## src/flash_cfg_pkg.sv

```systemverilog
// Functional notes
// - Divider top bit status; low bits write once
// - Reset clears loaded flag; first write sets
// - Erase/program disabled until divisor loaded
// - Prescale bit selects bus or bus/8
// - Flash clock is input over divisor+1
// - Timing pulse one flash clock period
// - Options loaded from image just after reset release
// - Key enable zero refuses backdoor unlock
// - Matching 8-byte ordered key unsecures device
// - Key writes accepted only from secure code
// - Redirect disable bit turns redirection off
// - Only code 1:0 means unsecured
// - Secure device blocks unsecured memory access
// - Key match or blank check unsecures
// - Blocked write ignored, blocked read zero
// - Early program/erase sets access error
package flash_cfg_pkg;
    // ==========================================================
    // Register map (byte addresses)
    localparam logic [11:0] ADDR_CLOCK_DIVIDER = 12'h000;
    localparam logic [11:0] ADDR_OPTIONS       = 12'h004;
    localparam logic [11:0] ADDR_STATUS        = 12'h008;
    localparam logic [11:0] ADDR_KEY_CTRL      = 12'h00c;
    localparam logic [11:0] ADDR_KEY_DATA      = 12'h010;
    // ==========================================================
    // Field positions
    localparam int DIVISOR_LOADED_FLAG_BIT    = 7;
    localparam int PRESCALE_BIT = 6;
    localparam int DIV_MSB      = 5;
    localparam int BACKDOOR_KEY_ENABLE_BIT    = 7;
    localparam int NORED_BIT    = 6;
    localparam int SEC_MSB      = 1;
    localparam logic [1:0] SEC_UNSECURED = 2'h2;
    localparam logic [7:0] OPT_MASK      = 8'hc3;
    localparam logic [3:0] PRESCALE_DIV  = 4'h8;
    localparam int KEY_BYTES   = 8;
    // ==========================================================
    // Timing of the flash clock
    localparam int CLK_MHZ       = 125;
    localparam int PULSE_MIN_NS  = 5000;
    localparam int PULSE_MIN_CYC = (PULSE_MIN_NS * CLK_MHZ + 999) / 1000;
endpackage : flash_cfg_pkg

```

## src/flash_clk_gen.sv

```systemverilog
`timescale 1ns/100ps
// Enable-pulse divider that forms the internal flash clock
module flash_clk_gen
    import flash_cfg_pkg::*;
(
    // Clock and reset
    input  wire logic       mclk_i,
    input  wire logic       reset_i,
    // Settings
    input  wire logic       run_i,
    input  wire logic       prescale_i,
    input  wire logic [5:0] divisor_i,
    // Pulse out
    output logic            tick_o
);
    typedef struct packed {
        logic [3:0] pre;
        logic [5:0] cnt;
        logic       tick;
    } gen_state_t;

    gen_state_t st_reg;
    gen_state_t st_next;
    logic       pre_tick;

    // ==========================================================
    // Prescale stage then main divide
    always_comb
    begin
        st_next      = st_reg;
        st_next.tick = 1'b0;
        pre_tick     = 1'b1;
        if (prescale_i)
        begin
            pre_tick = (st_reg.pre == PRESCALE_DIV - 4'h1);
            st_next.pre = pre_tick ? 4'h0 : st_reg.pre + 4'h1;
        end
        if (!run_i)
        begin
            st_next.pre = 4'h0;
            st_next.cnt = 6'h00;
        end
        else if (pre_tick)
        begin
            if (st_reg.cnt >= divisor_i)
            begin
                st_next.cnt  = 6'h00;
                st_next.tick = 1'b1;
            end
            else
                st_next.cnt = st_reg.cnt + 6'h01;
        end
    end

    always_ff @(posedge mclk_i or posedge reset_i)
    begin
        if (reset_i)
            st_reg <= '0;
        else
            st_reg <= st_next;
    end

    assign tick_o = st_reg.tick;
endmodule : flash_clk_gen

```

## src/flash_clock_divider_and_options.sv

```systemverilog
// The address map and the APB register port were decided locally.
`timescale 1ns/100ps
// Flash clock divider and options registers behind APB
module flash_clock_divider_and_options
    import flash_cfg_pkg::*;
(
    // Clock and reset
    input  wire logic        mclk_i,
    input  wire logic        reset_i,
    // APB slave
    input  wire logic        psel_i,
    input  wire logic        penable_i,
    input  wire logic        pwrite_i,
    input  wire logic [11:0] paddr_i,
    input  wire logic [31:0] pwdata_i,
    input  wire logic [3:0]  pstrb_i,
    output logic [31:0]      prdata_o,
    output logic             pready_o,
    output logic             pslverr_o,
    // Nonvolatile options image, stable around reset
    input  wire logic [7:0]  nonvolatile_options_image_i,
    input  wire logic [63:0] stored_backdoor_key_i,
    // Sequencer side
    input  wire logic        pe_request_i,
    input  wire logic        blank_check_ok_i,
    input  wire logic        master_secure_i,
    input  wire logic        mem_access_i,
    input  wire logic        mem_write_i,
    input  wire logic [7:0]  mem_rdata_i,
    output logic             pe_enable_o,
    output logic             pe_start_o,
    output logic             flash_tick_o,
    output logic             secured_o,
    output logic             redirect_enable_o,
    output logic             mem_allow_o,
    output logic             mem_write_allow_o,
    output logic [7:0]       mem_rdata_o
);
    import flash_cfg_pkg::*;

    typedef struct packed {
        logic        divisor_loaded_flag;
        logic [6:0]  divbits;
        logic [7:0]  opts;
        logic        opt_loaded;
        logic        unlocked;
        logic        key_mode;
        logic [3:0]  key_idx;
        logic        key_match;
        logic        acc_err;
        logic [31:0] rdata;
        logic        ready;
        logic        slverr;
        logic        pe_enable;
        logic        pe_start;
        logic        tick;
        logic        secured;
        logic        redir;
        logic        allow;
        logic        wallow;
        logic [7:0]  mrdata;
    } top_state_t;

    top_state_t st_reg;
    top_state_t st_next;
    logic       tick;
    logic       setup;
    logic       wr;
    logic       rd;
    logic       secure_now;
    logic [7:0] key_byte;

    // ==========================================================
    // Flash clock generator, runs once the divisor is loaded
    flash_clk_gen u_clk_gen
    (
        .mclk_i     (mclk_i),
        .reset_i    (reset_i),
        .run_i      (st_reg.divisor_loaded_flag),
        .prescale_i (st_reg.divbits[PRESCALE_BIT]),
        .divisor_i  (st_reg.divbits[DIV_MSB:0]),
        .tick_o     (tick)
    );

    // Access decode, single-cycle answer in access phase
    assign setup = psel_i & ~penable_i;
    // Write lands at the edge where pready is sampled high
    assign wr    = psel_i & penable_i & pwrite_i & st_reg.ready;
    assign rd    = setup & ~pwrite_i;
    assign key_byte = stored_backdoor_key_i[63 - 8*st_reg.key_idx[2:0] -: 8];

    assign secure_now = (st_reg.opts[SEC_MSB:0] != SEC_UNSECURED)
                        & ~st_reg.unlocked;

    // ==========================================================
    // Next-state logic
    always_comb
    begin
        st_next          = st_reg;
        st_next.ready    = setup;
        st_next.slverr   = 1'b0;
        st_next.pe_start = 1'b0;
        st_next.tick     = tick;
        // options latched once after reset release
        if (!st_reg.opt_loaded)
        begin
            st_next.opts       = nonvolatile_options_image_i & OPT_MASK;
            st_next.opt_loaded = 1'b1;
        end
        if (rd)
        begin
            case (paddr_i)
                ADDR_CLOCK_DIVIDER:
                    st_next.rdata = {24'h0, st_reg.divisor_loaded_flag, st_reg.divbits};
                ADDR_OPTIONS:
                    st_next.rdata = {24'h0, st_reg.opts & OPT_MASK};
                ADDR_STATUS:
                    st_next.rdata = {29'h0, st_reg.acc_err,
                                     secure_now, st_reg.divisor_loaded_flag};
                ADDR_KEY_CTRL:
                    st_next.rdata = {31'h0, st_reg.key_mode};
                ADDR_KEY_DATA:
                    st_next.rdata = 32'h0;
                default:
                begin
                    st_next.rdata  = 32'h0;
                    st_next.slverr = 1'b1;
                end
            endcase
        end
        else if (setup)
        begin
            st_next.rdata = 32'h0;
            case (paddr_i)
                ADDR_CLOCK_DIVIDER, ADDR_OPTIONS, ADDR_STATUS,
                ADDR_KEY_CTRL, ADDR_KEY_DATA: st_next.slverr = 1'b0;
                default: st_next.slverr = 1'b1;
            endcase
        end
        if (wr && pstrb_i[0])
        begin
            case (paddr_i)
                ADDR_CLOCK_DIVIDER:
                begin
                    if (!st_reg.divisor_loaded_flag)
                    begin
                        st_next.divbits = pwdata_i[6:0];
                        st_next.divisor_loaded_flag   = 1'b1;
                    end
                end
                // Error flag clears on write one; set wins below
                ADDR_STATUS:
                    if (pwdata_i[2])
                        st_next.acc_err = 1'b0;
                ADDR_KEY_CTRL:
                begin
                    // key entry only from secure code
                    if (master_secure_i)
                    begin
                        if (pwdata_i[0] && !st_reg.key_mode)
                        begin
                            st_next.key_idx   = 4'h0;
                            st_next.key_match = 1'b1;
                        end
                        if (!pwdata_i[0] && st_reg.key_mode &&
                            st_reg.key_match &&
                            st_reg.key_idx == 4'(KEY_BYTES) &&
                            st_reg.opts[BACKDOOR_KEY_ENABLE_BIT])
                        begin
                            st_next.unlocked = 1'b1;
                            st_next.opts[SEC_MSB:0] = SEC_UNSECURED;
                        end
                        st_next.key_mode = pwdata_i[0];
                    end
                end
                ADDR_KEY_DATA:
                begin
                    if (master_secure_i && st_reg.key_mode)
                    begin
                        if (st_reg.key_idx >= 4'(KEY_BYTES) ||
                            pwdata_i[7:0] != key_byte)
                            st_next.key_match = 1'b0;
                        if (st_reg.key_idx < 4'(KEY_BYTES))
                            st_next.key_idx = st_reg.key_idx + 4'h1;
                    end
                end
                // Options read-only; unmapped flagged at setup already
                default: ;
            endcase
        end
        if (blank_check_ok_i)
        begin
            st_next.unlocked        = 1'b1;
            st_next.opts[SEC_MSB:0] = SEC_UNSECURED;
        end
        st_next.pe_enable = st_next.divisor_loaded_flag;
        // early request errors and is dropped
        if (pe_request_i)
        begin
            if (st_reg.divisor_loaded_flag)
                st_next.pe_start = 1'b1;
            else
                st_next.acc_err = 1'b1;
        end
        st_next.secured = (st_next.opts[SEC_MSB:0] != SEC_UNSECURED)
                          & ~st_next.unlocked;
        st_next.redir = ~st_next.opts[NORED_BIT];
        st_next.allow  = mem_access_i &
                         (master_secure_i | ~st_next.secured);
        st_next.wallow = st_next.allow & mem_write_i;
        st_next.mrdata = st_next.allow ? mem_rdata_i : 8'h00;
    end

    // ==========================================================
    // State register; options capture after release, not in reset
    always_ff @(posedge mclk_i or posedge reset_i)
    begin
        if (reset_i)
        begin
            st_reg         <= '0;
            st_reg.secured <= 1'b1;
        end
        else
            st_reg <= st_next;
    end

    // Outputs straight from the state register
    // tick marks one flash clock period
    assign flash_tick_o      = st_reg.tick;
    assign prdata_o          = st_reg.rdata;
    assign pready_o          = st_reg.ready;
    assign pslverr_o         = st_reg.slverr;
    assign pe_enable_o       = st_reg.pe_enable;
    assign pe_start_o        = st_reg.pe_start;
    assign secured_o         = st_reg.secured;
    assign redirect_enable_o = st_reg.redir;
    assign mem_allow_o       = st_reg.allow;
    assign mem_write_allow_o = st_reg.wallow;
    assign mem_rdata_o       = st_reg.mrdata;
endmodule : flash_clock_divider_and_options

```

## config.mk

```make
export PLATFORM = sky130hd
export DESIGN_NAME = flash_clock_divider_and_options
export DESIGN_NICKNAME = d
export VERILOG_FILES = /design/src/flash_cfg_pkg.sv /design/src/flash_clk_gen.sv /design/src/flash_clock_divider_and_options.sv
export SDC_FILE = /design/constraint.sdc
export NUM_CORES = 1
export LEC_CHECK = 0
export ABC_AREA = 1
export BUFFER_PORTS_ARGS = -buffer_cell sky130_fd_sc_hd__buf_2
export CAP_MARGIN = 10
export CELL_PAD_IN_SITES_DETAIL_PLACEMENT = 2
export CELL_PAD_IN_SITES_GLOBAL_PLACEMENT = 2
export CORE_UTILIZATION = 26
export CTS_CLUSTER_SIZE = 24
export DETAILED_ROUTE_END_ITERATION = 7
export HOLD_SLACK_MARGIN = 0.03
export PLACE_DENSITY_LB_ADDON = 0.1
export SYNTH_ARGS = -nofsm -noshare
export SYNTH_HDL_FRONTEND = slang
export SYNTH_SLANG_ARGS = --single-unit
export TNS_END_PERCENT = 30
```

## constraint.sdc

```tcl
create_clock -name mclk_i -period 5.2 [get_ports mclk_i]
set_clock_uncertainty 0.15 [all_clocks]
set_input_delay 0.52 -clock mclk_i [delete_from_list [all_inputs] [get_ports mclk_i]]
set_output_delay 0.52 -clock mclk_i [all_outputs]
set_load 0.02 [all_outputs]
```

# ---- After elaboration in Yosys (flattened, before gate mapping)
# Index checks and enable logic that the tools add are counted.
dict set report op_classes {
  bitwise 17
  magnitude_cmp 3
  add_sub_neg 4
  muxes 38
  reduce_logical 19
  n_eq_ne 16
  n_shift 1
}
# op n
set ops {}
lappend ops {{$shiftx A71 B33 Y8} 1}
lappend ops {{$mux W32} 2}
lappend ops {{$pmux W8 S4} 1}
lappend ops {{$eq A12 B4 Y1 const B} 2}
lappend ops {{$mux W8} 3}
lappend ops {{$mux W4} 4}
lappend ops {{$mux W1} 15}
lappend ops {{$mux W7} 2}
lappend ops {{$ne A2 B2 Y1 const B} 7}
lappend ops {{$eq A12 B3 Y1 const B} 1}
lappend ops {{$eq A12 B5 Y1 const B} 1}
lappend ops {{$logic_not A12 Y1} 1}
lappend ops {{$mux W2} 6}
lappend ops {{$mux W6} 2}
lappend ops {{$reduce_and A6 Y1} 2}
lappend ops {{$mux W5} 2}
lappend ops {{$pmux W5 S2} 1}
lappend ops {{$and A1 B1 Y1} 9}
lappend ops {{$add A4 B1 Y4 const B} 2}
lappend ops {{$ne A8 B8 Y1} 1}
lappend ops {{$logic_and A1 B1 Y1} 7}
lappend ops {{$not A1 Y1} 7}
lappend ops {{$sub A6 B6 Y7 const A} 1}
lappend ops {{$add A6 B1 Y6 const B} 1}
lappend ops {{13 further kinds} 17}
dict set report totals {
  ff_bits 80
  out_inout_bits 49
  elab_cells 121
  inputBits 138
}

# ---- Logic depth before layout (Yosys ltp)
dict set report depth {
  depth_word 16
  mapped_depth 15
  mapped_depth_nobuf 13
}

# ---- Cells and area by module
# From an unflattened synthesis, not the netlist that was laid out.
dict set report unflattened {
  cells_unflattened 573
  area_unflattened_um2 4088.9
}
# module n_inst cells_per_inst area_per_inst_um2 seq_area_each_um2
set modules_own_cells {}
lappend modules_own_cells {flash_clock_divider_and_options 1 474 3311.9 1127.3}
lappend modules_own_cells {flash_clk_gen 1 99 777.0 275.3}

# ---- Least setup slack after synthesis
# Ideal clock, no wire load.
dict set report synth_timing {
  path_kind {input -> register}
  from {input port paddr_i[11]}
  to {register st_reg[50] (netlist name)}
  path_buffers 0
  setup_ns 0.118
  cell_stages 9
  required_ns 4.932
  arrival_ns 1.543
  setup_slack_ns 3.390
  cell_sequence {nor2_1 > nand3_1 > nor3_1 > nand3_1 > nand2_1 > nand3_1 > o21bai_1 > nand2_1 > nand2_1}
}
dict set report synth_between {
  elab_chain_len 3
  elab_cells_between_ends 9
  cone_classes {eq/ne (6); mux (1); reduce/logical (2)}
}
# item line
set synth_rtl {}
lappend synth_rtl {{from (decl)} flash_clock_divider_and_options.sv:14} ;# input wire logic [11:0] paddr_i,
lappend synth_rtl {{$eq A12 B5 Y1 or $eq A12 B4 Y1 (tied branches)} flash_clock_divider_and_options.sv:142} ;# case (paddr_i)
lappend synth_rtl {{$ne A2 B2 Y1 (no line) or $reduce_bool A2 Y1 (tied branches)} -}
lappend synth_rtl {{$reduce_and A6 Y1 (no line)} -}
lappend synth_rtl {{to (signal assigned)} flash_clock_divider_and_options.sv:224} ;# st_reg <= st_next;
lappend synth_rtl {{to (decl)} flash_clock_divider_and_options.sv:64} ;# top_state_t st_reg;
# Several ways; a longest one is shown, not always the timed one.
# A chain may end at the register's enable or synchronous reset.

# ---- Worst setup path after layout
dict set report layout_timing {
  from {register st_reg[52] (netlist name)}
  to {register st_reg[50] (netlist name)}
}
dict set report layout_between {
  elab_chain_len 6
  elab_cells_between_ends 7
  cone_classes {add/sub (1); order compare (1); eq/ne (2); shift (1); reduce/logical (2)}
}
# item line
set layout_rtl {}
lappend layout_rtl {{$sub A6 B6 Y7} flash_clock_divider_and_options.sv:90} ;# assign key_byte = stored_backdoor_key_i[63 - 8*st_reg.key_idx[2:0] -: 8];
lappend layout_rtl {{$shiftx A71 B33 Y8} flash_clock_divider_and_options.sv:90}
lappend layout_rtl {{$ne A8 B8 Y1} flash_clock_divider_and_options.sv:181} ;# pwdata_i[7:0] != key_byte)
lappend layout_rtl {{$logic_or A1 B1 Y1 *} flash_clock_divider_and_options.sv:180} ;# if (st_reg.key_idx >= 4'(KEY_BYTES) ||
lappend layout_rtl {{$ne A2 B2 Y1 (no line) *} -}
lappend layout_rtl {{$reduce_and A6 Y1 (no line) *} -}
# Every way passes the cells marked *; elsewhere a longest branch is shown, timed or not.

==> flow_summary.ini <==
[clocking]
cts.repair.resized = 0
clk-insertion-delay-late_ns = 0.30
path_clk_slew_ns = 0.07
cts-buffers-inserted = 5
cts.root.buffer_cell = sky130_fd_sc_hd__clkbuf_16
maximum_count_of_clock_buffers_along_a_single_path = 2
hold_buffers = 0
clock_tree_from_tritoncts = built
numClockSinks = 56
htreeDepth = 2
cts_post_setup_buffers_inserted = 0

[timing]
achievable-frequency_ghz = 0.424
finalHoldViolations = 0
final.period_utilization = 0.454
report.final.slew_viol_count = 0
setup_repair_after_global_routing_missed_its_margin = no
actual_slew_at_the_worst_max_slew_pin_ns = 0.745
max_slew_headroom = 0.501
fin_tns_setup_ns = 0
min_period_ns = 2.36
finalSetupViolations = 0

[setup_path]
path_class = reg -> reg
crit_arrival_ns = 2.45
worst_path_most_repeated_cell = sky130_fd_sc_hd__nand2_1
critical_path.reg2reg.endpoint = st_reg[50]$_DFFE_PP0P_
cp-startpoint = st_reg[52]$_DFFE_PP0P_
reg2reg_slack_ns = 2.84
timing.critical_path.to_type = register
cp_slowest_cell = sky130_fd_sc_hd__dfrtp_1
worstPathCellList = inv_2, nor2_1, nand3_1, nand2_1, inv_1, nand3_1, nand2_1, nor2_1, nand3_1, o21bai_1, nand2_1, nand2_1
kind_of_cell_adding_the_most_delay_to_the_critical_path = simple AND/OR/NAND/NOR gates
worst_setup_path_start_kind = register
worst_setup_path_endpoint = st_reg[50]$_DFFE_PP0P_
required_time_at_the_endpoint_of_the_critical_path_ns = 5.29
path_depth = 12
path_max_fanout = 15
r2r_start = st_reg[52]$_DFFE_PP0P_
critPathMaxStageDelay_ns = 0.71
worst-r2r-cell-count = 12
worstPathBufferInverterCount = 2

[placed_design]
dpl_cell_area_mm2 = 0.00457
gp_congestion = 0.721
io_buffers = 131
half_perimeter_wire_length_after_detailed_placement_um = 9710

[floorplanning]
die_h_um = 125
die_area_mm2 = 0.0157
die_width_um = 125
io-pin-count = 187
placement_rows = 44
coreArea_mm2 = 0.0147
initial_utilization = 0.270

[logic_synthesis]
yosys_register_bits = 56
synth_top_flop_cell = sky130_fd_sc_hd__dfrtp_1
post_synth_num_cell_types = 43
yosysTopAreaCellShare = 0.347
synth_area_mm2 = 0.00397
synth.top_cells.by_area = sky130_fd_sc_hd__dfrtp_1 (35%), sky130_fd_sc_hd__nand2_1 (14%), sky130_fd_sc_hd__inv_1 (11%), sky130_fd_sc_hd__buf_4 (8.1%), sky130_fd_sc_hd__nand3_1 (8.1%)
synth_cells = 578
ys_warn_count = 0
synth_seq_area_share = 0.354
count_of_flip_flops_with_a_built_in_enable_after_synthesis = 0
asyncSetResetFlopFracSynth = 1.00
postSynthAreaPerCell_um2 = 6.86
synth_top_area_cell = sky130_fd_sc_hd__dfrtp_1

[global_route]
first_global_vias = 4120
grtUsageTotal = 0.159
use_met3 = 0.0295
met1_track_utilization_from_global_routing = 0.194
grt_first_pass_wirelength_um = 20000
use_met2 = 0.292
grt_max_degree = 57
grt_remaining_overflow = 0
gr-max-usage-layer = met2
antenna_found_initial = 0

[pwr]
static_leak_nw = 2.73
power.share.switching = 0.258
clock_power_share = 0.399
finalPower_uw = 976
power.sequential.fraction = 0.458
p_int_uw = 724
p_switching_uw = 252
power.ir.vdd_worst_mv = 0.118
p_comb_frac = 0.143
power_density_mw_per_mm2 = 206

[finish]
layout_area_overhead_pct = 19.5
largest_register_ff_count = 20
diodes = 0
post_route_cells_drive_above_1_share = 0.242
design_area_mm2 = 0.00474
total_number_of_nets_in_the_final_design = 836

[route]
route.detailed.drc = 6
postRouteAntennaNets = 0
wire_per_inst_um = 13.9
detailedRoute.firstIterationViolations = 115
routed_wl_um = 12100
first_pass_iters = 6
viasPerCell = 4.49
num_vias = 3924

[run_status]
run_status = finished, violations left
violations = DRC

[job]
drv_cap = 0

[min_path]
hold_class = reg -> reg
## Yosys cell counts (2+ instances only)
| master | n |
|---|---|
| sky130_fd_sc_hd__o21ai_1 | 10 |
| sky130_fd_sc_hd__or2_0 | 2 |
| sky130_fd_sc_hd__o21bai_1 | 2 |
| sky130_fd_sc_hd__nand2_2 | 3 |
| sky130_fd_sc_hd__nor2_1 | 33 |
| sky130_fd_sc_hd__nor3_1 | 9 |
| sky130_fd_sc_hd__a32o_1 | 5 |
| sky130_fd_sc_hd__and2_1 | 2 |
| sky130_fd_sc_hd__nand4_1 | 2 |
| sky130_fd_sc_hd__o21ai_0 | 16 |
| sky130_fd_sc_hd__a21oi_1 | 6 |
| sky130_fd_sc_hd__conb_1 | 2 |
| sky130_fd_sc_hd__nand2_1 | 150 |
| sky130_fd_sc_hd__a22o_1 | 2 |
| sky130_fd_sc_hd__clkbuf_1 | 2 |
| sky130_fd_sc_hd__dfrtp_1 | 55 |
| sky130_fd_sc_hd__nand3_1 | 64 |
| sky130_fd_sc_hd__buf_2 | 5 |
| sky130_fd_sc_hd__o22ai_1 | 5 |
| sky130_fd_sc_hd__xor2_1 | 5 |
| sky130_fd_sc_hd__inv_1 | 111 |
| sky130_fd_sc_hd__inv_2 | 5 |
| sky130_fd_sc_hd__nor2_2 | 10 |
| sky130_fd_sc_hd__buf_4 | 43 |
| sky130_fd_sc_hd__ha_1 | 9 |
| sky130_fd_sc_hd__nand3_2 | 2 |
| sky130_fd_sc_hd__buf_6 | 2 |
## routing by layer
layer	vias to the layer above	wire (um)
met2	85	6130
met1	1904	5400
li1	1931	-
met3	4	509
met4	0	70
met5	-	0
## power groups by stage
stage	logic, mW	registers (mW)	clock network (mW)
2_1_floorplan	0.0911	0.458	0
3_3_place_gp	0.140	0.455	0
3_5_place_dp	0.143	0.455	0
4_1_cts	0.144	0.447	0.404
5_1_grt	0.159	0.448	0.417
6_report	0.140	0.447	0.389
## worst min path at each step
stage                     slack [ns]                       start                      to  cells past startpoint
after floorplan                 0.18  u_clk_gen.tick_o$_DFF_PP0_  flash_tick_o$_DFF_PP0_                      0
after global placement          0.19  u_clk_gen.tick_o$_DFF_PP0_  flash_tick_o$_DFF_PP0_                      0
after detailed placement        0.19  u_clk_gen.tick_o$_DFF_PP0_  flash_tick_o$_DFF_PP0_                      0
after CTS                       0.20  u_clk_gen.tick_o$_DFF_PP0_  flash_tick_o$_DFF_PP0_                      0
after global routing            0.22  u_clk_gen.tick_o$_DFF_PP0_  flash_tick_o$_DFF_PP0_                      0
final                           0.20  u_clk_gen.tick_o$_DFF_PP0_  flash_tick_o$_DFF_PP0_                      0
## stage by stage
stage                     std cells  setup WS, ns   util  hold WS [ns]
after detailed placement        866          2.67  0.311         0.188
final                           874          2.84  0.322         0.202
after global routing            874          2.51  0.322         0.217
after floorplan                 601          3.16      -         0.181
after CTS                       874          2.77  0.322         0.205
after global placement          866          2.72  0.311         0.186
## final cells by class
type,instances,area [um^2]
clock buffers,6,129
clock inverters,2,35.0
fillers,1798,9960
inverters,118,445
multi-input cells,375,1830
flip-flops and latches,56,1400
well taps,184,230
repair buffers,133,671
## cell families after synthesis
logic type | after synthesis | share of synthesized area
flip-flops | 56 | 0.354
buffers and inverters | 170 | 0.208
adder cells (fa/ha/maj) | 9 | 0.0284
AO/OA/AOI/OAI | 52 | 0.0808
AND/OR/NAND/NOR | 283 | 0.314
XOR/XNOR | 6 | 0.0133
other | 2 | 0.00189
## cells in the final DEF (no fill, tap or decap), types with 3 or more instances in the layout
master	netlist	routed
sky130_fd_sc_hd__o21ai_1	10	10
sky130_fd_sc_hd__dfrtp_1	55	55
sky130_fd_sc_hd__a32o_1	5	5
sky130_fd_sc_hd__nor2_2	10	10
sky130_fd_sc_hd__inv_1	111	110
sky130_fd_sc_hd__nor3_1	9	9
sky130_fd_sc_hd__ha_1	9	9
sky130_fd_sc_hd__inv_2	5	6
sky130_fd_sc_hd__nand3_1	64	64
sky130_fd_sc_hd__nor2_1	33	33
sky130_fd_sc_hd__a21oi_1	6	6
sky130_fd_sc_hd__o22ai_1	5	5
sky130_fd_sc_hd__buf_2	5	131
sky130_fd_sc_hd__nand2_1	150	150
sky130_fd_sc_hd__nand2_2	3	3
sky130_fd_sc_hd__clkbuf_16	0	5
sky130_fd_sc_hd__conb_1	2	25
sky130_fd_sc_hd__xor2_1	5	5
sky130_fd_sc_hd__o21ai_0	16	16
Note: power is estimated with default switching activity, not from simulation.
